<file path="src/hw/bia_defines.svh">
`ifndef BIA_DEFINES_SVH
`define BIA_DEFINES_SVH

// register byte offsets
`define BIA_OFS_EN_MAIN    12'h36c
`define BIA_OFS_EN_ERR     12'h370
`define BIA_OFS_EN_RISE    12'h374
`define BIA_OFS_EN_FALL    12'h378
`define BIA_OFS_ST_MAIN    12'h384
`define BIA_OFS_ST_ERR     12'h388
`define BIA_OFS_ST_LINE    12'h38c
`define BIA_OFS_GCFG       12'h398

// writable/implemented bit masks
`define BIA_MASK_EN_MAIN   32'h3f03_1111
`define BIA_MASK_ERR       32'h0f0f_0003
`define BIA_MASK_LINE      32'h0000_00ff
`define BIA_MASK_ST_MAIN   32'h3f03_1711
`define BIA_MASK_GCFG      32'h0000_0003

// status and config field positions
`define BIA_BIT_LINE_SUM   31
`define BIA_BIT_ERR_SUM    30
`define BIA_BIT_FTIM       29
`define BIA_BIT_FTRIG      28
`define BIA_LSB_ADC        24
`define BIA_LSB_DAC        16
`define BIA_BIT_ISEQ       12
`define BIA_LSB_IBUF       8
`define BIA_BIT_OSEQ       4
`define BIA_BIT_OBUF       0
`define BIA_BIT_ACK_MODE   1

`define BIA_RESET_VAL      32'h0000_0000

`endif

</file>
<file path="src/hw/bia_pkg.sv">
package bia_pkg;
	typedef enum logic {
		BIA_ACK_WRITE,
		BIA_ACK_READ
	} bia_ack_mode_t;

	typedef enum {
		BIA_BUS_IDLE,
		BIA_BUS_ACK
	} bia_bus_state_t;
endpackage : bia_pkg

</file>
<file path="src/hw/bia_top.sv">
// Chosen here: the Wishbone register port.
`timescale 1ns/1ps
`include "bia_defines.svh"

module bia_top
	import bia_pkg::*;
#(
	parameter int NLINE = 8
) (
	// clock and reset
	input  wire logic             SYS_CLK,
	input  wire logic             NRST,
	// wishbone slave
	input  wire logic             WB_CYC_I,
	input  wire logic             WB_STB_I,
	input  wire logic             WB_WE_I,
	input  wire logic [11:0]      WB_ADR_I,
	input  wire logic [3:0]       WB_SEL_I,
	input  wire logic [31:0]      WB_DAT_I,
	output logic      [31:0]      WB_DAT_O,
	output logic                  WB_ACK_O,
	// event sources, one-cycle pulses
	input  wire logic             FRAME_TIMER_EXPIRED,
	input  wire logic             FRAME_TRIGGER,
	input  wire logic [3:0]       INPUT_CONV_DONE,
	input  wire logic [1:0]       OUTPUT_CONV_UPDATED,
	input  wire logic             INPUT_SEQ_DONE,
	input  wire logic [2:0]       INPUT_BUF_END_REASON,
	input  wire logic             OUTPUT_SEQ_DONE,
	input  wire logic             OUTPUT_BUF_DRAINED,
	input  wire logic [31:0]      ERROR_EVENTS,
	// filtered digital lines
	input  wire logic [NLINE-1:0] LINE_IN,
	// host interrupt
	output logic                  HOST_IRQ
);
	// ****************************************
	// state
	// ****************************************
	typedef struct packed {
		logic [31:0]      en_main;
		logic [31:0]      en_err;
		logic [NLINE-1:0] en_rise;
		logic [NLINE-1:0] en_fall;
		logic [1:0]       gcfg;
		logic             ack;
		logic [31:0]      dat;
		logic             irq;
	} bia_top_state_t;

	bia_top_state_t s_r;
	bia_top_state_t s_nxt;

	logic [31:0]      st_main;
	logic [31:0]      st_err;
	logic [NLINE-1:0] st_line;
	logic [31:0]      main_evt;
	logic [31:0]      clr_main;
	logic [31:0]      clr_err;
	logic [NLINE-1:0] clr_line;
	logic [NLINE-1:0] line_evt;
	logic [31:0]      main_full;
	logic [31:0]      rd_val;
	logic             req;
	logic             do_wr;
	logic             do_rd;
	bia_ack_mode_t    ack_mode;
	logic [31:0]      sel_mask;

	function automatic logic [31:0] byte_mask(input logic [3:0] sel);
		return {{8{sel[3]}}, {8{sel[2]}}, {8{sel[1]}}, {8{sel[0]}}};
	endfunction : byte_mask

	assign sel_mask = byte_mask(WB_SEL_I);

	// ****************************************
	// event collection
	// ****************************************
	always_comb begin
		main_evt = '0;
		main_evt[`BIA_BIT_FTIM] = FRAME_TIMER_EXPIRED;
		main_evt[`BIA_BIT_FTRIG] = FRAME_TRIGGER;
		main_evt[`BIA_LSB_ADC +: 4] = INPUT_CONV_DONE;
		main_evt[`BIA_LSB_DAC +: 2] = OUTPUT_CONV_UPDATED;
		main_evt[`BIA_BIT_ISEQ] = INPUT_SEQ_DONE;
		main_evt[`BIA_LSB_IBUF +: 3] = INPUT_BUF_END_REASON;
		main_evt[`BIA_BIT_OSEQ] = OUTPUT_SEQ_DONE;
		main_evt[`BIA_BIT_OBUF] = OUTPUT_BUF_DRAINED;
	end

	// enable bit 8 widened over the three end-reason bits
	logic [31:0] en_main_eff;
	always_comb begin
		en_main_eff = s_r.en_main;
		en_main_eff[`BIA_LSB_IBUF +: 3] =
			{3{s_r.en_main[`BIA_LSB_IBUF]}};
	end

	// ****************************************
	// wishbone decode
	// ****************************************
	assign ack_mode = bia_ack_mode_t'(s_r.gcfg[`BIA_BIT_ACK_MODE]);
	assign req = WB_CYC_I && WB_STB_I && !s_r.ack;
	assign do_wr = req && WB_WE_I;
	assign do_rd = req && !WB_WE_I;

	// clears: write-one in mode 0, byte-selected read in mode 1
	always_comb begin
		clr_main = '0;
		clr_err = '0;
		clr_line = '0;
		if (ack_mode == BIA_ACK_WRITE && do_wr) begin
			case (WB_ADR_I)
				`BIA_OFS_ST_MAIN: clr_main =
					WB_DAT_I & byte_mask(WB_SEL_I);
				`BIA_OFS_ST_ERR: clr_err =
					WB_DAT_I & byte_mask(WB_SEL_I);
				`BIA_OFS_ST_LINE: clr_line =
					WB_DAT_I[NLINE-1:0] & sel_mask[NLINE-1:0];
				default: ;
			endcase
		end else if (ack_mode == BIA_ACK_READ && do_rd) begin
			case (WB_ADR_I)
				`BIA_OFS_ST_MAIN: clr_main = byte_mask(WB_SEL_I);
				`BIA_OFS_ST_ERR: clr_err = byte_mask(WB_SEL_I);
				`BIA_OFS_ST_LINE: clr_line =
					sel_mask[NLINE-1:0];
				default: ;
			endcase
		end
	end

	// ****************************************
	// sticky banks
	// ****************************************
	bia_sticky #(.W(32)) u_main (
		.clk       (SYS_CLK),
		.nrst      (NRST),
		.event_in  (main_evt),
		.enable_in (en_main_eff & `BIA_MASK_ST_MAIN),
		.clear_in  (clr_main),
		.status    (st_main)
	);

	bia_sticky #(.W(32)) u_err (
		.clk       (SYS_CLK),
		.nrst      (NRST),
		.event_in  (ERROR_EVENTS),
		.enable_in (s_r.en_err & `BIA_MASK_ERR),
		.clear_in  (clr_err),
		.status    (st_err)
	);

	bia_line_edge #(.N(NLINE)) u_edge (
		.clk      (SYS_CLK),
		.nrst     (NRST),
		.line_in  (LINE_IN),
		.rise_en  (s_r.en_rise),
		.fall_en  (s_r.en_fall),
		.edge_evt (line_evt)
	);

	bia_sticky #(.W(NLINE)) u_line (
		.clk       (SYS_CLK),
		.nrst      (NRST),
		.event_in  (line_evt),
		.enable_in ({NLINE{1'b1}}),
		.clear_in  (clr_line),
		.status    (st_line)
	);

	// summaries are live ORs, never cleared directly
	always_comb begin
		main_full = st_main & `BIA_MASK_ST_MAIN;
		main_full[`BIA_BIT_LINE_SUM] = |st_line;
		main_full[`BIA_BIT_ERR_SUM] = |st_err;
	end

	// ****************************************
	// read mux
	// ****************************************
	always_comb begin
		case (WB_ADR_I)
			`BIA_OFS_EN_MAIN: rd_val = s_r.en_main;
			`BIA_OFS_EN_ERR: rd_val = s_r.en_err;
			`BIA_OFS_EN_RISE: rd_val = 32'(s_r.en_rise);
			`BIA_OFS_EN_FALL: rd_val = 32'(s_r.en_fall);
			`BIA_OFS_ST_MAIN: rd_val = main_full;
			`BIA_OFS_ST_ERR: rd_val = st_err;
			`BIA_OFS_ST_LINE: rd_val = 32'(st_line);
			`BIA_OFS_GCFG: rd_val = 32'(s_r.gcfg);
			default: rd_val = 32'h0000_0000;
		endcase
	end

	// ****************************************
	// register update
	// ****************************************
	always_comb begin
		logic [31:0] m;
		m = byte_mask(WB_SEL_I);
		s_nxt = s_r;
		s_nxt.ack = req;
		s_nxt.dat = do_rd ? rd_val : s_r.dat;
		if (do_wr) begin
			case (WB_ADR_I)
				`BIA_OFS_EN_MAIN: s_nxt.en_main = ((s_r.en_main & ~m) |
					(WB_DAT_I & m)) & `BIA_MASK_EN_MAIN;
				`BIA_OFS_EN_ERR: s_nxt.en_err = ((s_r.en_err & ~m) |
					(WB_DAT_I & m)) & `BIA_MASK_ERR;
				`BIA_OFS_EN_RISE: if (WB_SEL_I[0]) begin
					s_nxt.en_rise = WB_DAT_I[NLINE-1:0];
				end
				`BIA_OFS_EN_FALL: if (WB_SEL_I[0]) begin
					s_nxt.en_fall = WB_DAT_I[NLINE-1:0];
				end
				`BIA_OFS_GCFG: if (WB_SEL_I[0]) begin
					s_nxt.gcfg = WB_DAT_I[1:0];
				end
				default: ;
			endcase
		end
		// follows the registered status, two cycles behind an event
		s_nxt.irq = |main_full;
	end

	always_ff @(posedge SYS_CLK or negedge NRST) begin
		if (!NRST) begin
			s_r <= '0;
		end else begin
			s_r <= s_nxt;
		end
	end

	assign WB_ACK_O = s_r.ack;
	assign WB_DAT_O = s_r.dat;
	assign HOST_IRQ = s_r.irq;
endmodule : bia_top

</file>
<file path="src/hw/bia_sticky.sv">
`timescale 1ns/1ps
`include "bia_defines.svh"

// bank of sticky event bits with enable gating and per-bit clearing
module bia_sticky
	import bia_pkg::*;
#(
	parameter int W = 32
) (
	// clock and reset
	input  wire logic         clk,
	input  wire logic         nrst,
	// event side
	input  wire logic [W-1:0] event_in,
	input  wire logic [W-1:0] enable_in,
	// clear side
	input  wire logic [W-1:0] clear_in,
	// state
	output logic      [W-1:0] status
);
	typedef struct packed {
		logic [W-1:0] st;
	} bia_stk_state_t;

	bia_stk_state_t s_r;
	bia_stk_state_t s_nxt;

	always_comb begin
		s_nxt = s_r;
		// set wins over clear
		s_nxt.st = (s_r.st & ~clear_in) | (event_in & enable_in);
	end

	always_ff @(posedge clk or negedge nrst) begin
		if (!nrst) begin
			s_r <= '0;
		end else begin
			s_r <= s_nxt;
		end
	end

	assign status = s_r.st;
endmodule : bia_sticky

</file>
<file path="src/hw/bia_line_edge.sv">
`timescale 1ns/1ps
`include "bia_defines.svh"

// edge detector on filtered digital lines, gated per edge direction
module bia_line_edge
	import bia_pkg::*;
#(
	parameter int N = 8
) (
	// clock and reset
	input  wire logic         clk,
	input  wire logic         nrst,
	// lines and enables
	input  wire logic [N-1:0] line_in,
	input  wire logic [N-1:0] rise_en,
	input  wire logic [N-1:0] fall_en,
	// gated edge pulses
	output logic      [N-1:0] edge_evt
);
	typedef struct packed {
		logic [N-1:0] prev;
		logic         primed;
	} bia_edge_state_t;

	bia_edge_state_t s_r;
	bia_edge_state_t s_nxt;

	always_comb begin
		s_nxt = s_r;
		s_nxt.prev = line_in;
		s_nxt.primed = 1'b1;
	end

	always_ff @(posedge clk or negedge nrst) begin
		if (!nrst) begin
			s_r <= '0;
		end else begin
			s_r <= s_nxt;
		end
	end

	// no edge reported on the first cycle after reset
	assign edge_evt = s_r.primed ?
		((line_in & ~s_r.prev & rise_en) |
		 (~line_in & s_r.prev & fall_en)) : '0;
endmodule : bia_line_edge

</file>
<file path="config.mk">
export PLATFORM = sky130hd
export DESIGN_NAME = bia_top
export DESIGN_NICKNAME = d
export VERILOG_FILES = /design/src/hw/bia_pkg.sv /design/src/hw/bia_top.sv /design/src/hw/bia_sticky.sv /design/src/hw/bia_line_edge.sv
export VERILOG_INCLUDE_DIRS = /design/src /design/src/hw
export SDC_FILE = /design/constraint.sdc
export NUM_CORES = 1
export LEC_CHECK = 0
export BUFFER_PORTS_ARGS = -buffer_cell sky130_fd_sc_hd__buf_2
export CAP_MARGIN = 40
export CORE_UTILIZATION = 30
export DETAILED_ROUTE_END_ITERATION = 16
export PLACE_DENSITY = 0.45
export REMOVE_ABC_BUFFERS = 1
export SLEW_MARGIN = 5
export SYNTH_ARGS = -nofsm -noshare
export SYNTH_HDL_FRONTEND = slang
export SYNTH_HIERARCHICAL = 1
export SYNTH_SLANG_ARGS = --single-unit
</file>
<file path="constraint.sdc">
create_clock -name SYS_CLK -period 3.3 [get_ports SYS_CLK]
set_clock_uncertainty 0.05 [all_clocks]
set_input_delay 0.495 -clock SYS_CLK [delete_from_list [all_inputs] [get_ports SYS_CLK]]
set_output_delay 0.495 -clock SYS_CLK [all_outputs]
set_load 0.05 [all_outputs]
</file>
=== Word level (Yosys, flattened, before mapping) ===
Cells that the tools add are included.

* Register bits after elaboration: 155
* Bits in latches: 0
* Memory bits (writable): 0
* ROM bits: 0
* Word-level logic and storage cells: 77
* Memories kept: 0

* Add/sub/neg operators: 0
* $mul: 0
* Divide/modulo/power cells: 0
* $lt $le $gt $ge: 0
* Equal/unequal tests: 8
* Shift operators: 0
* Multiplexer cells: 14
* Bitwise operators: 26
* Reduce and logical (&&, ||, !) cells: 16

{| class="wikitable"
|+ Operators by type and width
! cell !! number
|-
| 32-bit two-way mux || 8
|-
| 32-bit case mux with 8 select lines || 1
|-
| 32-bit bitwise AND || 3
|-
| 12-bit by 10-bit equality test with 1-bit output (second input constant) || 8
|-
| 32-bit inverter || 2
|-
| 32-bit OR || 2
|-
| 30-bit bitwise AND || 2
|-
| 54-bit OR reduction || 1
|-
| 8-bit bitwise AND || 6
|-
| 8-bit two-way mux || 5
|-
| 32-bit by 28-bit bitwise AND with 32-bit output || 1
|-
| 32-bit OR reduction || 1
|-
| 30-bit inverter || 1
|-
| 30-bit OR || 1
|-
| 28-bit bitwise AND || 1
|-
| 28-bit OR || 1
|-
| 8-bit inverter || 3
|-
| 8-bit OR || 2
|-
| 3-bit AND reduction || 3
|-
| 8-bit OR reduction || 1
|-
| 1-bit logical AND || 6
|-
| 2-bit AND reduction || 2
|-
| 1-bit logical NOT || 2
|-
| 1-bit inverter || 1
|}

=== Longest topological paths before layout ===
* Depth after elaboration: 9
* Mapped depth: 8
* Mapped depth without buffers: 6

=== Hierarchy ===
The synthesis kept the hierarchy.

{| class="wikitable"
|+ By module, submodules not included
! module !! instances !! cells each !! area each (µm²)
|-
| bia_top || 1 || 515 || 4536.9
|-
| bia_sticky (u_err ...) || 2 || 128 || 1321.3
|-
| bia_line_edge || 1 || 36 || 415.4
|-
| bia_sticky (u_line) || 1 || 32 || 330.3
|}

=== Worst setup path before layout ===
No wires, ideal clock.

* Path kind: flip-flop to flip-flop
* Start: register s_r, in the netlist WB_ACK_O
* End: register s_r[36] in the netlist's numbering
* Library setup time: 0.125 ns
* Arrival time: 1.989 ns
* Path slack: 1.136 ns
* Cell stages (with the launch flop): 7
* Buffers on the path: 1
* Cell sequence: dfrtp_1 -> nand3b_1 -> nor2_1 -> clkbuf_1 -> nand2_1 -> nor4_4 -> mux2_2

* Cells in the longest elaborated chain, start to end: 4

{| class="wikitable"
|+ Ends and longest elaborated chain
! what !! line !! source
|-
| start: declaration || bia_top.sv:51 || <nowiki>bia_top_state_t s_r;</nowiki>
|-
| start signal: assignment || bia_top.sv:231 || <nowiki>s_r <= s_nxt;</nowiki>
|-
| 1-bit logical NOT || bia_top.sv:103 || <nowiki>assign req = WB_CYC_I && WB_STB_I && !s_r.ack;</nowiki>
|-
| 1-bit logical AND || bia_top.sv:103 ||
|-
| 1-bit logical AND || bia_top.sv:104 || <nowiki>assign do_wr = req && WB_WE_I;</nowiki>
|-
| 3-bit AND reduction (no line) || -- ||
|}

Every way passes these cells.
A chain may end at the register's enable or synchronous reset.

==> impl_metrics.ini <==
[outcome]
outcome = complete, but fails checks
violations = negative hold slack

[sta]
slew_violations = 0
fin_hold_ws_ns = -0.00305
period_needed_ns = 2.19
min_period_over_period_pct = 66.4
tightest_slew_ns = 0.750
rsz0062_at_grt = no
setup_viol = 0
fin_setup_tns_ns = 0
clock.fmax_ghz = 0.456
relSlewSlack_pct = 49.6
finalHoldViolCount = 1

[final_layout]
drive_gt1_share_pct = 33.0
syn_to_final_growth_pct = 21.7
insertedDiodeCount = 0
final_area_um2 = 8660
fin_util_pct = 37.8
fillers = 2435
final_nets = 992

[critical_path]
critical_path.top_delay_family = simple AND/OR/NAND/NOR gates
cp.depth = 6
start_kind = register
critPathMaxFanout = 10
arrival_ns = 2.45
crit_slowest_cell = and3_1
reg2reg_slack_ns = 1.11
cp.required_ns = 3.55
path_buf_inv = 0
rr_endpoint = u_err/status[4]
cp_cell_sequence = nand3b_1 > nor2_2 > and3_1 > a21oi_1 > nor2_1 > o21ai_2
crit_type = register to register
reg2reg_from = WB_ACK_O
end_kind = register
reg2regPathDepth = 6
cpPeakStageDelay_ns = 0.51

[yosys]
syn_avg_cell_area_um2 = 9.50
syn_area_um2 = 7110
yosys_warnings = 6
synthCells = 749

[drt]
first_pass_iters = 5
routed_wl_mm = 22.4
ant_nets = 0
dr_total_vias = 5813
drc_errors = 0
viasPerCell = 4.80
dr.first_iter.drc_count = 329
wl_per_cell_um = 18.5

[pwr]
p_leak_nw = 4.10
ir_worst_vdd_uv = 268
power_switching_share_pct = 26.7
power_density_nw_per_um2 = 473
p_int_mw = 3.00
pwr-share-seq_pct = 42.8
p_sw_mw = 1.09
fin_total_pwr_mw = 4.10
clkPwrFrac_pct = 46.4
power_frac_comb_pct = 10.8

[clock_tree]
cts_buffers = 17
cts_max_level = 4
postCtsHoldBufs = 0
cts_tree = yes
clock_latency_ns = 0.42
cts.sinks = 137
cts.clk_slew.worst_paths_ns = 0.06
cts-root-buf = clkbuf_16
post_cts_resize_count = 0
cts_max_path_buffers = 2
cts_setup_buffers = 0

[global_route]
antenna_found_initial = 0
grt_pass1_vias = 5746
grt_max_degree = 66
grt_pass1_wl_mm = 34.3
grt_usage_pct = 19.2
grt-ovfl-total = 0

[flow_run]
maxCapViolCount = 0

[placed_design]
dpl.hpwl_mm = 16.9
dpl-instance-area_um2 = 8070
io_buffers = 140
gp_congestion = 0.798

[floorplanning]
die_h_um = 156
initial_core_util_pct = 31.0
die_w_um = 156
core-area_um2 = 22900
row_count = 55
pin_count = 141
die_area_um2 = 24300

[min_path]
min_path_type = input pin to async pin
==> cell usage in the layout, fill, tap and decap left out, types with 5 or more instances in the layout <==
cell type / count
a21oi_1: 53
a221oi_1: 7
a22o_1: 10
a22oi_1: 13
and3_1: 13
buf_2: 139
buf_4: 20
clkbuf_16: 17
clkinvlp_4: 5
conb_1: 31
dfrtp_1: 137
inv_1: 58
mux2_2: 41
nand2_1: 103
nand3_1: 11
nand4b_1: 16
nor2_1: 81
nor4_1: 16
o21ai_0: 6
o21ai_2: 54
o2bb2ai_1: 7
==> how the worst max path moves through the flow <==
stage	start	end
6_report	WB_ACK_O	u_err/status[4]
5_1_grt	WB_ADR_I[11]	register
4_1_cts	WB_ADR_I[11]	register
3_5_place_dp	WB_ADR_I[11]	register
3_3_place_gp	WB_ADR_I[11]	register
2_1_floorplan	WB_ACK_O	u_err/status[0]
==> worst register-to-register path: cells and delay by family (launching register included) <==
family             cells  cell delay, ns
AOI/OAI and AO/OA      2            0.27
DFF                    1            0.37
and+or+nand+nor        4            1.40
==> metrics by stage <==
| stage | hold slack [ns] | setup WS [ns] | std cells |
|---|---|---|---|
| after global routing | 0.0554 | 1.02 | 1211 |
| after CTS | 0.0382 | 1.09 | 1211 |
| after floorplan | 0.149 | 0.585 | 705 |
| after global placement | 0.402 | 0.683 | 1179 |
| after detailed placement | 0.407 | 0.652 | 1179 |
| final | -0.00305 | 1.11 | 1211 |
==> power groups by stage <==
stage / combinational, mW / sequential, mW / clock (mW)
after floorplan: 0.0927 / 1.92 / 0
after global placement: 0.445 / 1.79 / 0
after detailed placement: 0.446 / 1.79 / 0
after CTS: 0.447 / 1.76 / 1.94
after global routing: 0.481 / 1.76 / 2.01
final: 0.443 / 1.75 / 1.90
==> final cells by class <==
class / count / area (um2) / area share [%]
Clock inverter: 10 / 120 / 1.39
Clock buffer: 22 / 464 / 5.36
Sequential cell: 137 / 3430 / 39.6
Timing Repair Buffer: 161 / 877 / 10.1
Inverter: 58 / 218 / 2.51
Tap cell: 313 / 392 / 4.52
Multi-Input combinational cell: 510 / 3160 / 36.5
==> routing by layer <==
metal	wire length (um)	up-vias	GRT usage, %	share of wire, %
met1	10800	2838	27.1	48
li1	-	2785	-	-
met5	0	-	0	0
met3	1080	28	3.61	4.8
met2	10100	162	29.1	45
met4	430	0	6.86	1.9
Note: power is estimated with default switching activity, not from simulation.
